<file path="config.mk">
export PLATFORM = sky130hd
export DESIGN_NAME = blr_decoder
export DESIGN_NICKNAME = d
export VERILOG_FILES = /design/src/hw/blr_pkg.sv /design/src/hw/blr_decoder.sv
export VERILOG_INCLUDE_DIRS = /design/src /design/src/hw
export SDC_FILE = /design/constraint.sdc
export NUM_CORES = 1
export LEC_CHECK = 0
export ABC_CLOCK_PERIOD_IN_PS = 5400
export BUFFER_PORTS_ARGS = -buffer_cell sky130_fd_sc_hd__buf_2
export CORE_MARGIN = 2
export CORE_UTILIZATION = 60
export CTS_CLUSTER_DIAMETER = 200
export DETAILED_ROUTE_END_ITERATION = 16
export PLACE_DENSITY = 0.83
export SYNTH_ARGS = -nofsm -noshare
export SYNTH_HDL_FRONTEND = slang
export SYNTH_SLANG_ARGS = --single-unit
</file>
<file path="constraint.sdc">
create_clock -name sys_clk -period 5.4 [get_ports sys_clk]
set_input_delay 0.81 -clock sys_clk [delete_from_list [all_inputs] [get_ports sys_clk]]
set_output_delay 0.81 -clock sys_clk [all_outputs]
set_load 0.02 [all_outputs]
</file>
<file path="src/hw/blr_consts.svh">
// constants of the byte load group decoder
`ifndef BLR_CONSTS_SVH
`define BLR_CONSTS_SVH
`define BLR_OP_PFX_IDX1 8'hdd
`define BLR_OP_PFX_IDX2 8'hfd
`define BLR_OP_PFX_EXT 8'hed
`define BLR_OP_COPY_B_TO_C 8'h48
`define BLR_OP_STORE_D_PRIMARY 8'h72
`define BLR_OP_IMM_TO_H 8'h26
`define BLR_OP_HALT 8'h76
`define BLR_OP_LOAD_A_BC 8'h0a
`define BLR_OP_LOAD_A_DE 8'h1a
`define BLR_OP_STORE_A_BC 8'h02
`define BLR_OP_STORE_A_DE 8'h12
`define BLR_OP_LOAD_A_EXT 8'h3a
`define BLR_OP_STORE_A_EXT 8'h32
`define BLR_OP_IDX_STORE_IMM 8'h36
`define BLR_OP_LOAD_A_IVEC 8'h57
`define BLR_OP_LOAD_A_REFR 8'h5f
`define BLR_OP_STORE_A_IVEC 8'h47
`define BLR_OP_STORE_A_REFR 8'h4f
`define BLR_GRP_HI 7
`define BLR_GRP_LO 6
`define BLR_DST_HI 5
`define BLR_DST_LO 3
`define BLR_SRC_HI 2
`define BLR_SRC_LO 0
`define BLR_SIGN_BIT 7
`define BLR_GRP_REG 2'h1
`define BLR_GRP_ZERO 2'h0
`define BLR_FLD_MEM 3'h6
`define BLR_REG_A 3'h7
`define BLR_REG_B 3'h0
`define BLR_REG_C 3'h1
`define BLR_REG_D 3'h2
`define BLR_REG_H 3'h4
`define BLR_SPC_IVEC 3'h0
`define BLR_SPC_REFR 3'h1
`define BLR_LEN_ONE 3'h1
`define BLR_LEN_TWO 3'h2
`define BLR_LEN_THREE 3'h3
`define BLR_LEN_FOUR 3'h4
`endif

</file>
<file path="src/hw/blr_pkg.sv">
// types of the byte load group decoder
`default_nettype none
package blr_pkg;
   typedef enum logic [3:0] {
      BLR_K_NONE, BLR_K_REG_REG, BLR_K_REG_IMM, BLR_K_LOAD_IND, BLR_K_STORE_IND,
      BLR_K_STORE_IND_IMM, BLR_K_LOAD_IDX, BLR_K_STORE_IDX, BLR_K_STORE_IDX_IMM,
      BLR_K_LOAD_EXT, BLR_K_STORE_EXT, BLR_K_LOAD_SPC, BLR_K_STORE_SPC
   } blr_kind_t;
   typedef enum logic [2:0] {
      BLR_P_NONE, BLR_P_PRIMARY, BLR_P_BC, BLR_P_DE, BLR_P_IDX1, BLR_P_IDX2, BLR_P_ABS
   } blr_ptr_t;
   typedef struct packed {
      blr_kind_t kind;
      blr_ptr_t ptr;
      logic [2:0] dst;
      logic [2:0] src;
      logic [7:0] imm;
      logic [7:0] disp;
      logic [15:0] addr;
      logic [2:0] len;
   } blr_res_t;
endpackage : blr_pkg
`default_nettype wire

</file>
<file path="src/hw/blr_decoder.sv">
// byte load group decoder: opcode and operand sequencing
`include "blr_consts.svh"
`default_nettype none
// Overview of operation
// [RL1] opcode 48h copies register B into register C.
// [RL2] opcode taken in fetch cycle; register copies need no more bytes.
// [RL3] single byte 72 stores D at the primary pointer pair address.
// [RL4] indexed loads are three bytes; signed displacement added to index.
// [RL5] accumulator extended load and store are three bytes: opcode, two address.
// [RL6] first address byte is low half, second is high half.
// [RL7] immediate register loads are two bytes; second byte is the literal.
// [RL8] indexed displacement comes right after opcode, before immediate data.
// [RL9] displacement is signed; index register itself is never changed.
// [RL10] register copy fields: destination bits 5:3, source 2:0, top bits 01.
module blr_decoder (
   input wire logic sys_clk, // cpu clock
   input wire logic rst, // synchronous reset
   input wire logic fetch_valid, // fetched byte present
   input wire logic [7:0] fetch_byte, // fetched byte
   input wire logic [15:0] first_index_pointer, // index pointer one
   input wire logic [15:0] second_index_pointer, // index pointer two
   output logic opcode_fetch_cycle, // next byte is an opcode
   output logic dec_done, // one-cycle decode pulse
   output logic dec_bad, // one-cycle unknown opcode pulse
   output blr_pkg::blr_res_t dec_res // decoded load operation
);
   import blr_pkg::*;

   typedef enum logic [2:0] {
      S_OPC, S_PFX, S_EXT, S_DISP, S_IMM, S_ADR_LO, S_ADR_HI
   } blr_state_t;

   blr_state_t st_ff, nxt_st;
   blr_res_t wrk_ff, nxt_wrk, res_ff, nxt_res;
   logic done_ff, nxt_done, bad_ff, nxt_bad, opf_ff, nxt_opf;
   logic [7:0] lo_ff, nxt_lo;

   always_comb begin
      logic fin;
      logic [15:0] idx;
      fin = 1'b0;
      idx = (wrk_ff.ptr == BLR_P_IDX2) ? second_index_pointer : first_index_pointer;
      nxt_st = st_ff;
      nxt_wrk = wrk_ff;
      nxt_res = res_ff;
      nxt_lo = lo_ff;
      nxt_bad = 1'b0;
      if (fetch_valid) begin
         nxt_wrk.len = wrk_ff.len + 3'h1;
         unique case (st_ff)
            S_OPC: begin
               nxt_wrk = '0;
               nxt_wrk.len = `BLR_LEN_ONE;
               if (fetch_byte == `BLR_OP_PFX_IDX1 || fetch_byte == `BLR_OP_PFX_IDX2) begin
                  nxt_wrk.ptr = (fetch_byte == `BLR_OP_PFX_IDX1) ? BLR_P_IDX1 : BLR_P_IDX2;
                  nxt_st = S_PFX;
               end else if (fetch_byte == `BLR_OP_PFX_EXT) begin
                  nxt_st = S_EXT;
               // [RL10] register field split
               end else if (fetch_byte[`BLR_GRP_HI:`BLR_GRP_LO] == `BLR_GRP_REG &&
                            fetch_byte != `BLR_OP_HALT) begin
                  nxt_wrk.dst = fetch_byte[`BLR_DST_HI:`BLR_DST_LO];
                  nxt_wrk.src = fetch_byte[`BLR_SRC_HI:`BLR_SRC_LO];
                  // [RL1] [RL3] memory forms via pair
                  if (nxt_wrk.src == `BLR_FLD_MEM) begin
                     nxt_wrk.kind = BLR_K_LOAD_IND;
                     nxt_wrk.ptr = BLR_P_PRIMARY;
                  end else if (nxt_wrk.dst == `BLR_FLD_MEM) begin
                     nxt_wrk.kind = BLR_K_STORE_IND;
                     nxt_wrk.ptr = BLR_P_PRIMARY;
                  end else begin
                     nxt_wrk.kind = BLR_K_REG_REG;
                  end
                  // [RL2] single byte, done now
                  fin = 1'b1;
               // [RL7] immediate follows opcode
               end else if (fetch_byte[`BLR_GRP_HI:`BLR_GRP_LO] == `BLR_GRP_ZERO &&
                            fetch_byte[`BLR_SRC_HI:`BLR_SRC_LO] == `BLR_FLD_MEM) begin
                  nxt_wrk.dst = fetch_byte[`BLR_DST_HI:`BLR_DST_LO];
                  if (nxt_wrk.dst == `BLR_FLD_MEM) begin
                     nxt_wrk.kind = BLR_K_STORE_IND_IMM;
                     nxt_wrk.ptr = BLR_P_PRIMARY;
                  end else begin
                     nxt_wrk.kind = BLR_K_REG_IMM;
                  end
                  nxt_st = S_IMM;
               end else if (fetch_byte == `BLR_OP_LOAD_A_BC ||
                            fetch_byte == `BLR_OP_LOAD_A_DE) begin
                  nxt_wrk.kind = BLR_K_LOAD_IND;
                  nxt_wrk.dst = `BLR_REG_A;
                  nxt_wrk.ptr = (fetch_byte == `BLR_OP_LOAD_A_BC) ? BLR_P_BC : BLR_P_DE;
                  fin = 1'b1;
               end else if (fetch_byte == `BLR_OP_STORE_A_BC ||
                            fetch_byte == `BLR_OP_STORE_A_DE) begin
                  nxt_wrk.kind = BLR_K_STORE_IND;
                  nxt_wrk.src = `BLR_REG_A;
                  nxt_wrk.ptr = (fetch_byte == `BLR_OP_STORE_A_BC) ? BLR_P_BC : BLR_P_DE;
                  fin = 1'b1;
               // [RL5] two address bytes follow
               end else if (fetch_byte == `BLR_OP_LOAD_A_EXT ||
                            fetch_byte == `BLR_OP_STORE_A_EXT) begin
                  nxt_wrk.kind = (fetch_byte == `BLR_OP_LOAD_A_EXT) ? BLR_K_LOAD_EXT
                                                                    : BLR_K_STORE_EXT;
                  nxt_wrk.dst = `BLR_REG_A;
                  nxt_wrk.src = `BLR_REG_A;
                  nxt_wrk.ptr = BLR_P_ABS;
                  nxt_st = S_ADR_LO;
               end else begin
                  nxt_bad = 1'b1;
               end
            end
            S_PFX: begin
               // [RL4] [RL8] displacement next
               nxt_st = S_DISP;
               if (fetch_byte == `BLR_OP_IDX_STORE_IMM) begin
                  nxt_wrk.kind = BLR_K_STORE_IDX_IMM;
               end else if (fetch_byte[`BLR_GRP_HI:`BLR_GRP_LO] == `BLR_GRP_REG &&
                            fetch_byte != `BLR_OP_HALT &&
                            fetch_byte[`BLR_SRC_HI:`BLR_SRC_LO] == `BLR_FLD_MEM) begin
                  nxt_wrk.kind = BLR_K_LOAD_IDX;
                  nxt_wrk.dst = fetch_byte[`BLR_DST_HI:`BLR_DST_LO];
               end else if (fetch_byte[`BLR_GRP_HI:`BLR_GRP_LO] == `BLR_GRP_REG &&
                            fetch_byte != `BLR_OP_HALT &&
                            fetch_byte[`BLR_DST_HI:`BLR_DST_LO] == `BLR_FLD_MEM) begin
                  nxt_wrk.kind = BLR_K_STORE_IDX;
                  nxt_wrk.src = fetch_byte[`BLR_SRC_HI:`BLR_SRC_LO];
               end else begin
                  nxt_bad = 1'b1;
                  nxt_st = S_OPC;
               end
            end
            S_EXT: begin
               nxt_st = S_OPC;
               fin = 1'b1;
               unique case (fetch_byte)
                  `BLR_OP_LOAD_A_IVEC, `BLR_OP_LOAD_A_REFR: begin
                     nxt_wrk.kind = BLR_K_LOAD_SPC;
                     nxt_wrk.dst = `BLR_REG_A;
                     nxt_wrk.src = (fetch_byte == `BLR_OP_LOAD_A_IVEC) ? `BLR_SPC_IVEC
                                                                       : `BLR_SPC_REFR;
                  end
                  `BLR_OP_STORE_A_IVEC, `BLR_OP_STORE_A_REFR: begin
                     nxt_wrk.kind = BLR_K_STORE_SPC;
                     nxt_wrk.src = `BLR_REG_A;
                     nxt_wrk.dst = (fetch_byte == `BLR_OP_STORE_A_IVEC) ? `BLR_SPC_IVEC
                                                                        : `BLR_SPC_REFR;
                  end
                  default: begin
                     fin = 1'b0;
                     nxt_bad = 1'b1;
                  end
               endcase
            end
            S_DISP: begin
               // [RL9] signed add, index untouched
               nxt_wrk.disp = fetch_byte;
               nxt_wrk.addr = idx + {{8{fetch_byte[`BLR_SIGN_BIT]}}, fetch_byte};
               if (wrk_ff.kind == BLR_K_STORE_IDX_IMM) begin
                  nxt_st = S_IMM;
               end else begin
                  fin = 1'b1;
               end
            end
            S_IMM: begin
               nxt_wrk.imm = fetch_byte;
               fin = 1'b1;
            end
            S_ADR_LO: begin
               // [RL6] low half first
               nxt_lo = fetch_byte;
               nxt_st = S_ADR_HI;
            end
            S_ADR_HI: begin
               nxt_wrk.addr = {fetch_byte, lo_ff};
               fin = 1'b1;
            end
         endcase
         if (fin) begin
            nxt_st = S_OPC;
            nxt_res = nxt_wrk;
         end
      end
      nxt_done = fin;
      nxt_opf = (nxt_st == S_OPC);
   end

   always_ff @(posedge sys_clk) begin
      if (rst) begin
         st_ff <= S_OPC;
         wrk_ff <= '0;
         res_ff <= '0;
         lo_ff <= 8'h00;
         done_ff <= 1'b0;
         bad_ff <= 1'b0;
         opf_ff <= 1'b1;
      end else begin
         st_ff <= nxt_st;
         wrk_ff <= nxt_wrk;
         res_ff <= nxt_res;
         lo_ff <= nxt_lo;
         done_ff <= nxt_done;
         bad_ff <= nxt_bad;
         opf_ff <= nxt_opf;
      end
   end

   assign opcode_fetch_cycle = opf_ff;
   assign dec_done = done_ff;
   assign dec_bad = bad_ff;
   assign dec_res = res_ff;
endmodule : blr_decoder
`default_nettype wire

</file>
Yosys cells after proc, flatten, opt, wreduce, memory -nomap -nowiden
Index checks and enable logic that the tools add are counted.
- flip-flop bits (word level): 110
- input bits: 43
- output and inout bits: 51
- logic and storage cells: 144
- $add $sub $neg: 2
- eq/ne operators: 26
- mux-type cells: 76
- bitwise logic cells: 1
- reductions and logical operators: 18
- operators by type and width (operator ; number):
    $mux 3 ; 22
    $pmux 16 s3 ; 1
    $mux 13 ; 3
    $eq 8x7->1 const B ; 4
    $pmux 8 s2 ; 2
    $mux 1 ; 26
    $eq 8x6->1 const B ; 3
    $eq 8x8->1 const B ; 3
    $mux 10 ; 2
    $eq 3x3->1 const B ; 6
    $mux 6 ; 3
    $pmux 6 s3 ; 1
    $add 16x16->16 ; 1
    $eq 8x5->1 const B ; 2
    $mux 16 ; 1
    $mux 4 ; 4
    $pmux 3 s5 ; 1
    $pmux 4 s3 ; 1
    $pmux 6 s2 ; 1
    $eq 8x2->1 const B ; 1
    $eq 8x4->1 const B ; 1
    $mux 2 ; 4
    $ne 8x7->1 const B ; 1
    $pmux 4 s2 ; 1
    other kinds (16) ; 28

Longest topological paths before layout
- word-level depth: 13
- depth in mapped cells: 13
- gate-level depth less buffers: 12

Worst setup path after synthesis
OpenSTA, ideal clock, no wires.
- path type: flip-flop to flip-flop
- from: register wrk_ff[42] in the netlist's numbering
- to: register wrk_ff[13] in the netlist's numbering
- setup time: 116 ps
- arrival: 3216 ps
- required time: 5284 ps
- slack: 2069 ps
- cell stages (with the launch flop): 14
- path buffers: 1
- clock period less this slack: 3331 ps
- path through: dfxtp_1 -> nand3b_1 -> clkbuf_1 -> mux2_2 -> ha_1 -> fa_1 -> a21oi_1 -> nor3_1 -> or3_1 -> a21oi_1 -> xnor2_1 -> a32oi_1 -> nor3_1 -> a31o_1
- cells in the longest elaborated chain, start to end: 4
- RTL lines (what ; RTL line ; text):
    start, declared ; blr_decoder.sv:34 ; blr_res_t wrk_ff, nxt_wrk, res_ff, nxt_res;
    start signal, assigned ; blr_decoder.sv:198 ; wrk_ff <= nxt_wrk;
    $eq 3x3->1 ; blr_decoder.sv:42 ; idx = (wrk_ff.ptr == BLR_P_IDX2) ? second_index_pointer : first_index_pointer;
    $mux 16 ; blr_decoder.sv:42 ;
    $add 16x16->16 ; blr_decoder.sv:157 ; nxt_wrk.addr = idx + {{8{fetch_byte[`BLR_SIGN_BIT]}}, fetch_byte};
    $pmux 16 s3 ; blr_decoder.sv:50 ; unique case (st_ff)
Every way passes these cells.
A chain may end at the register's enable or synchronous reset.

Final worst setup path
- from: register wrk_ff[42] in the netlist's numbering
- to: register res_ff, in the netlist dec_res[17]
- cells in the longest elaborated chain, start to end: 4
- RTL lines (what ; RTL line ; text):
    $eq 3x3->1 ; blr_decoder.sv:42 ;
    $mux 16 ; blr_decoder.sv:42 ;
    $add 16x16->16 ; blr_decoder.sv:157 ;
    $pmux 16 s3 ; blr_decoder.sv:50 ;
    end signal, assigned ; blr_decoder.sv:199 ; res_ff <= nxt_res;
    end, declared ; blr_decoder.sv:34 ;
Every way passes these cells.

==> results.md <==
* TritonCTS Buffers at 9
* FMAX at 250 MHz
* Detailed Route WL at 18.3 mm
* Antenna cells at 0
* Post-synth net total at 858
* Worst vdd ir at 0.238 mV
* Iter 0 DRT Violations at 542
* Hold buffers post-CTS at 0
* Crit path kind: register to register
* Status: completed
* Layout Skew at 0.0113 ns
* Synth top area cells: dfxtp_1 35%, nor2_1 6.8%, a211oi_1 6.3%
* Ys async rst share at 0%
* First-pass GRT wire length at 30.1 mm
* Pwr dens at 247 mW/mm2
* CTS sink count at 110
* Die Width at 107 um
* Core footprint at 0.0103 mm2
* Worst R2R Start: wrk_ff[42]
* Total die area at 0.0114 mm2
* WP data required at 5.66 ns
* CTS tree: yes
* Final core occ at 67.6%
* Slowest cell on the critical path: nand3b_1
* DR WL/cell at 18.6 um
* Worst Setup End Kind: register
* Chip Height at 107 um
* Post-route cell area at 0.00694 mm2
* Critical Path Source: wrk_ff[42]
* CTS root buf: clkbuf_8
* Most common cell on crit path: a21oi_1
* Rows at 37
* Detailed-route via count at 6387
* Layout cell share with drive strength beyond 1 at 17.3%
* Hold Startpoint: dec_res[6]
* Residual DRC at 0
* Synth-to-layout area growth at 9.81%
* Register area share after synthesis at 34.8%
* DP HPWL at 12.5 mm
* CP max FO at 16
* Antenna violations before repair at 0
* Synthesized cell area at 0.00632 mm2
* Post-synth top flop: dfxtp_1
* Initial Util at 61.5%
* Clock slew at reported path FFs at 0.10 ns
* GP Congestion at 0.952
* Fin. Hold Viols at 0
* Final Max Tran Viols at 0
* Period utilization at 74.1%
* CP max stage delay at 0.63 ns
* Synth warnings at 0
* Setup total negative slack at 0 ns
* Grt ovf at 0
* Yosys reg bits at 110
* List of cells traversed by the critical path: nand3b_1, mux2_2, ha_1, fa_1, a21oi_1, nor3_1, nor2_1, a21oi_1, a22oi_1, mux2i_1, o311ai_0, o41ai_1
* Longest Clk Path Bufs at 2
* Final setup viols at 0
* Startpoint types: register
* Number of antenna-violating nets in the routed design at 0
* Final min period at 4.00 ns
* Resized Gates After CTS at 0
* Relative slew slack at 23.1%
* Cell variety after synth at 74
* Worst-Margin Slew at 1.14 ns
* FILL cells at 881
* Tot Pwr at 0.00172 W
* H-tree levels at 3
* Vias in the first global route at 5914
* Clk_lat worst skew at 0.38 ns
* Syn_area_per_cell at 7.92 um2
* Fin nets at 904
* Pin count of the biggest net entering global routing at 83
* Arrival time worst endpoint at 4.26 ns
* Ports at 94
* Max cap viols at 0
* Area share of the largest cell type after synthesis at 34.8%
* RSZ-0062 raised after global routing: false
* Synth Instances at 798
* DR vias/cell at 6.49
* GRT Overall Usage at 32.7%
* EDFF count, synth at 0
* Port bufs at 93
* # Post-CTS Setup Buffers at 0
* Hold Crit Class: register to register
* Placed Instance Area at 0.00672 mm2
* Pre-Repair DR Iteration Count at 7
* Synth area leader: dfxtp_1
* P_leak at 2.78 nW
[cells by family after synthesis]
logic type,share of synthesized area [%]
buffers and inverters,5.74
multiplexers,5.36
XOR/XNOR,1.94
adder cells (fa/ha/maj),3.48
AND/OR/NAND/NOR,19.6
flip-flops,34.8
AO/OA/AOI/OAI,29.0
[registers in the layout, indices dropped and copies added (netlist names)]
name,count
st_ff,3
dec_bad,1
lo_ff,8
opcode_fetch_cycle,1
dec_done,1
wrk_ff,48
dec_res,48
[final timing paths]
check	end	slack, ns	depth (start not counted)
setup / recovery	dec_res[17]	1.40	12
hold / removal	dec_res[6]	0.46	2
setup reg to reg	dec_res[17]	1.40	12
hold reg to reg	dec_res[6]	0.46	2
[placed cells by master (no fill, tap or decap), types with 13 or more instances in the layout]
cell      instances
a21oi_1          74
a211oi_1         53
nor2_1          114
mux2_2           15
mux2i_1          17
a22oi_1          13
o22ai_1          21
inv_1            13
buf_2            92
dfxtp_1         110
nand2_1          77
o21ai_0          31
ha_1             16
[worst max-delay path: cells and delay by family, from the launching register on]
| family | cells | cell delay [ns] |
|---|---|---|
| AOI/OAI and AO/OA | 5 | 1.29 |
| and+or+nand+nor | 3 | 0.89 |
| muxes | 2 | 0.72 |
| adders and majority gates | 2 | 0.63 |
| DFF | 1 | 0.34 |
[power by group]
part | internal [W] | switching (W)
clock | 0.000277 | 0.000291
sequential | 0.000837 | 0.0000153
combinational | 0.000107 | 0.000189
[synth_stat cells, drive strengths merged, types with 14 or more instances]
master  number
inv         14
o22ai       21
dfxtp      110
o21ai       36
mux2i       17
clkbuf      40
buf         26
ha          16
nor2       115
nand2       78
a21oi       75
mux2        15
a211oi      53
[layer usage]
layer	track usage [%]	share of wire (%)
met1	47.4	44
met4	11.4	2.5
met3	5.23	8.9
met2	49.4	45
met5	0	0
[metrics by stage]
stage,std cells,worst slack [ns],hold WS [ns]
after floorplan,798,2.07,0.437
after global placement,969,1.74,0.438
after detailed placement,969,1.51,0.441
after CTS,984,1.48,0.458
after global routing,984,1.17,0.471
final,984,1.40,0.456
[final cells by class]
cell class,instances,area (um2),area share (%)
inverter,15,56.3,0.811
tap,136,170,2.45
sequential,110,2200,31.7
clock inverter,5,86.3,1.24
timing repair buffer,101,528,7.60
multi-input combinational,607,3760,54.2
clock buffer,10,138,1.98
No activity file was read; power rests on OpenSTA's default activity.
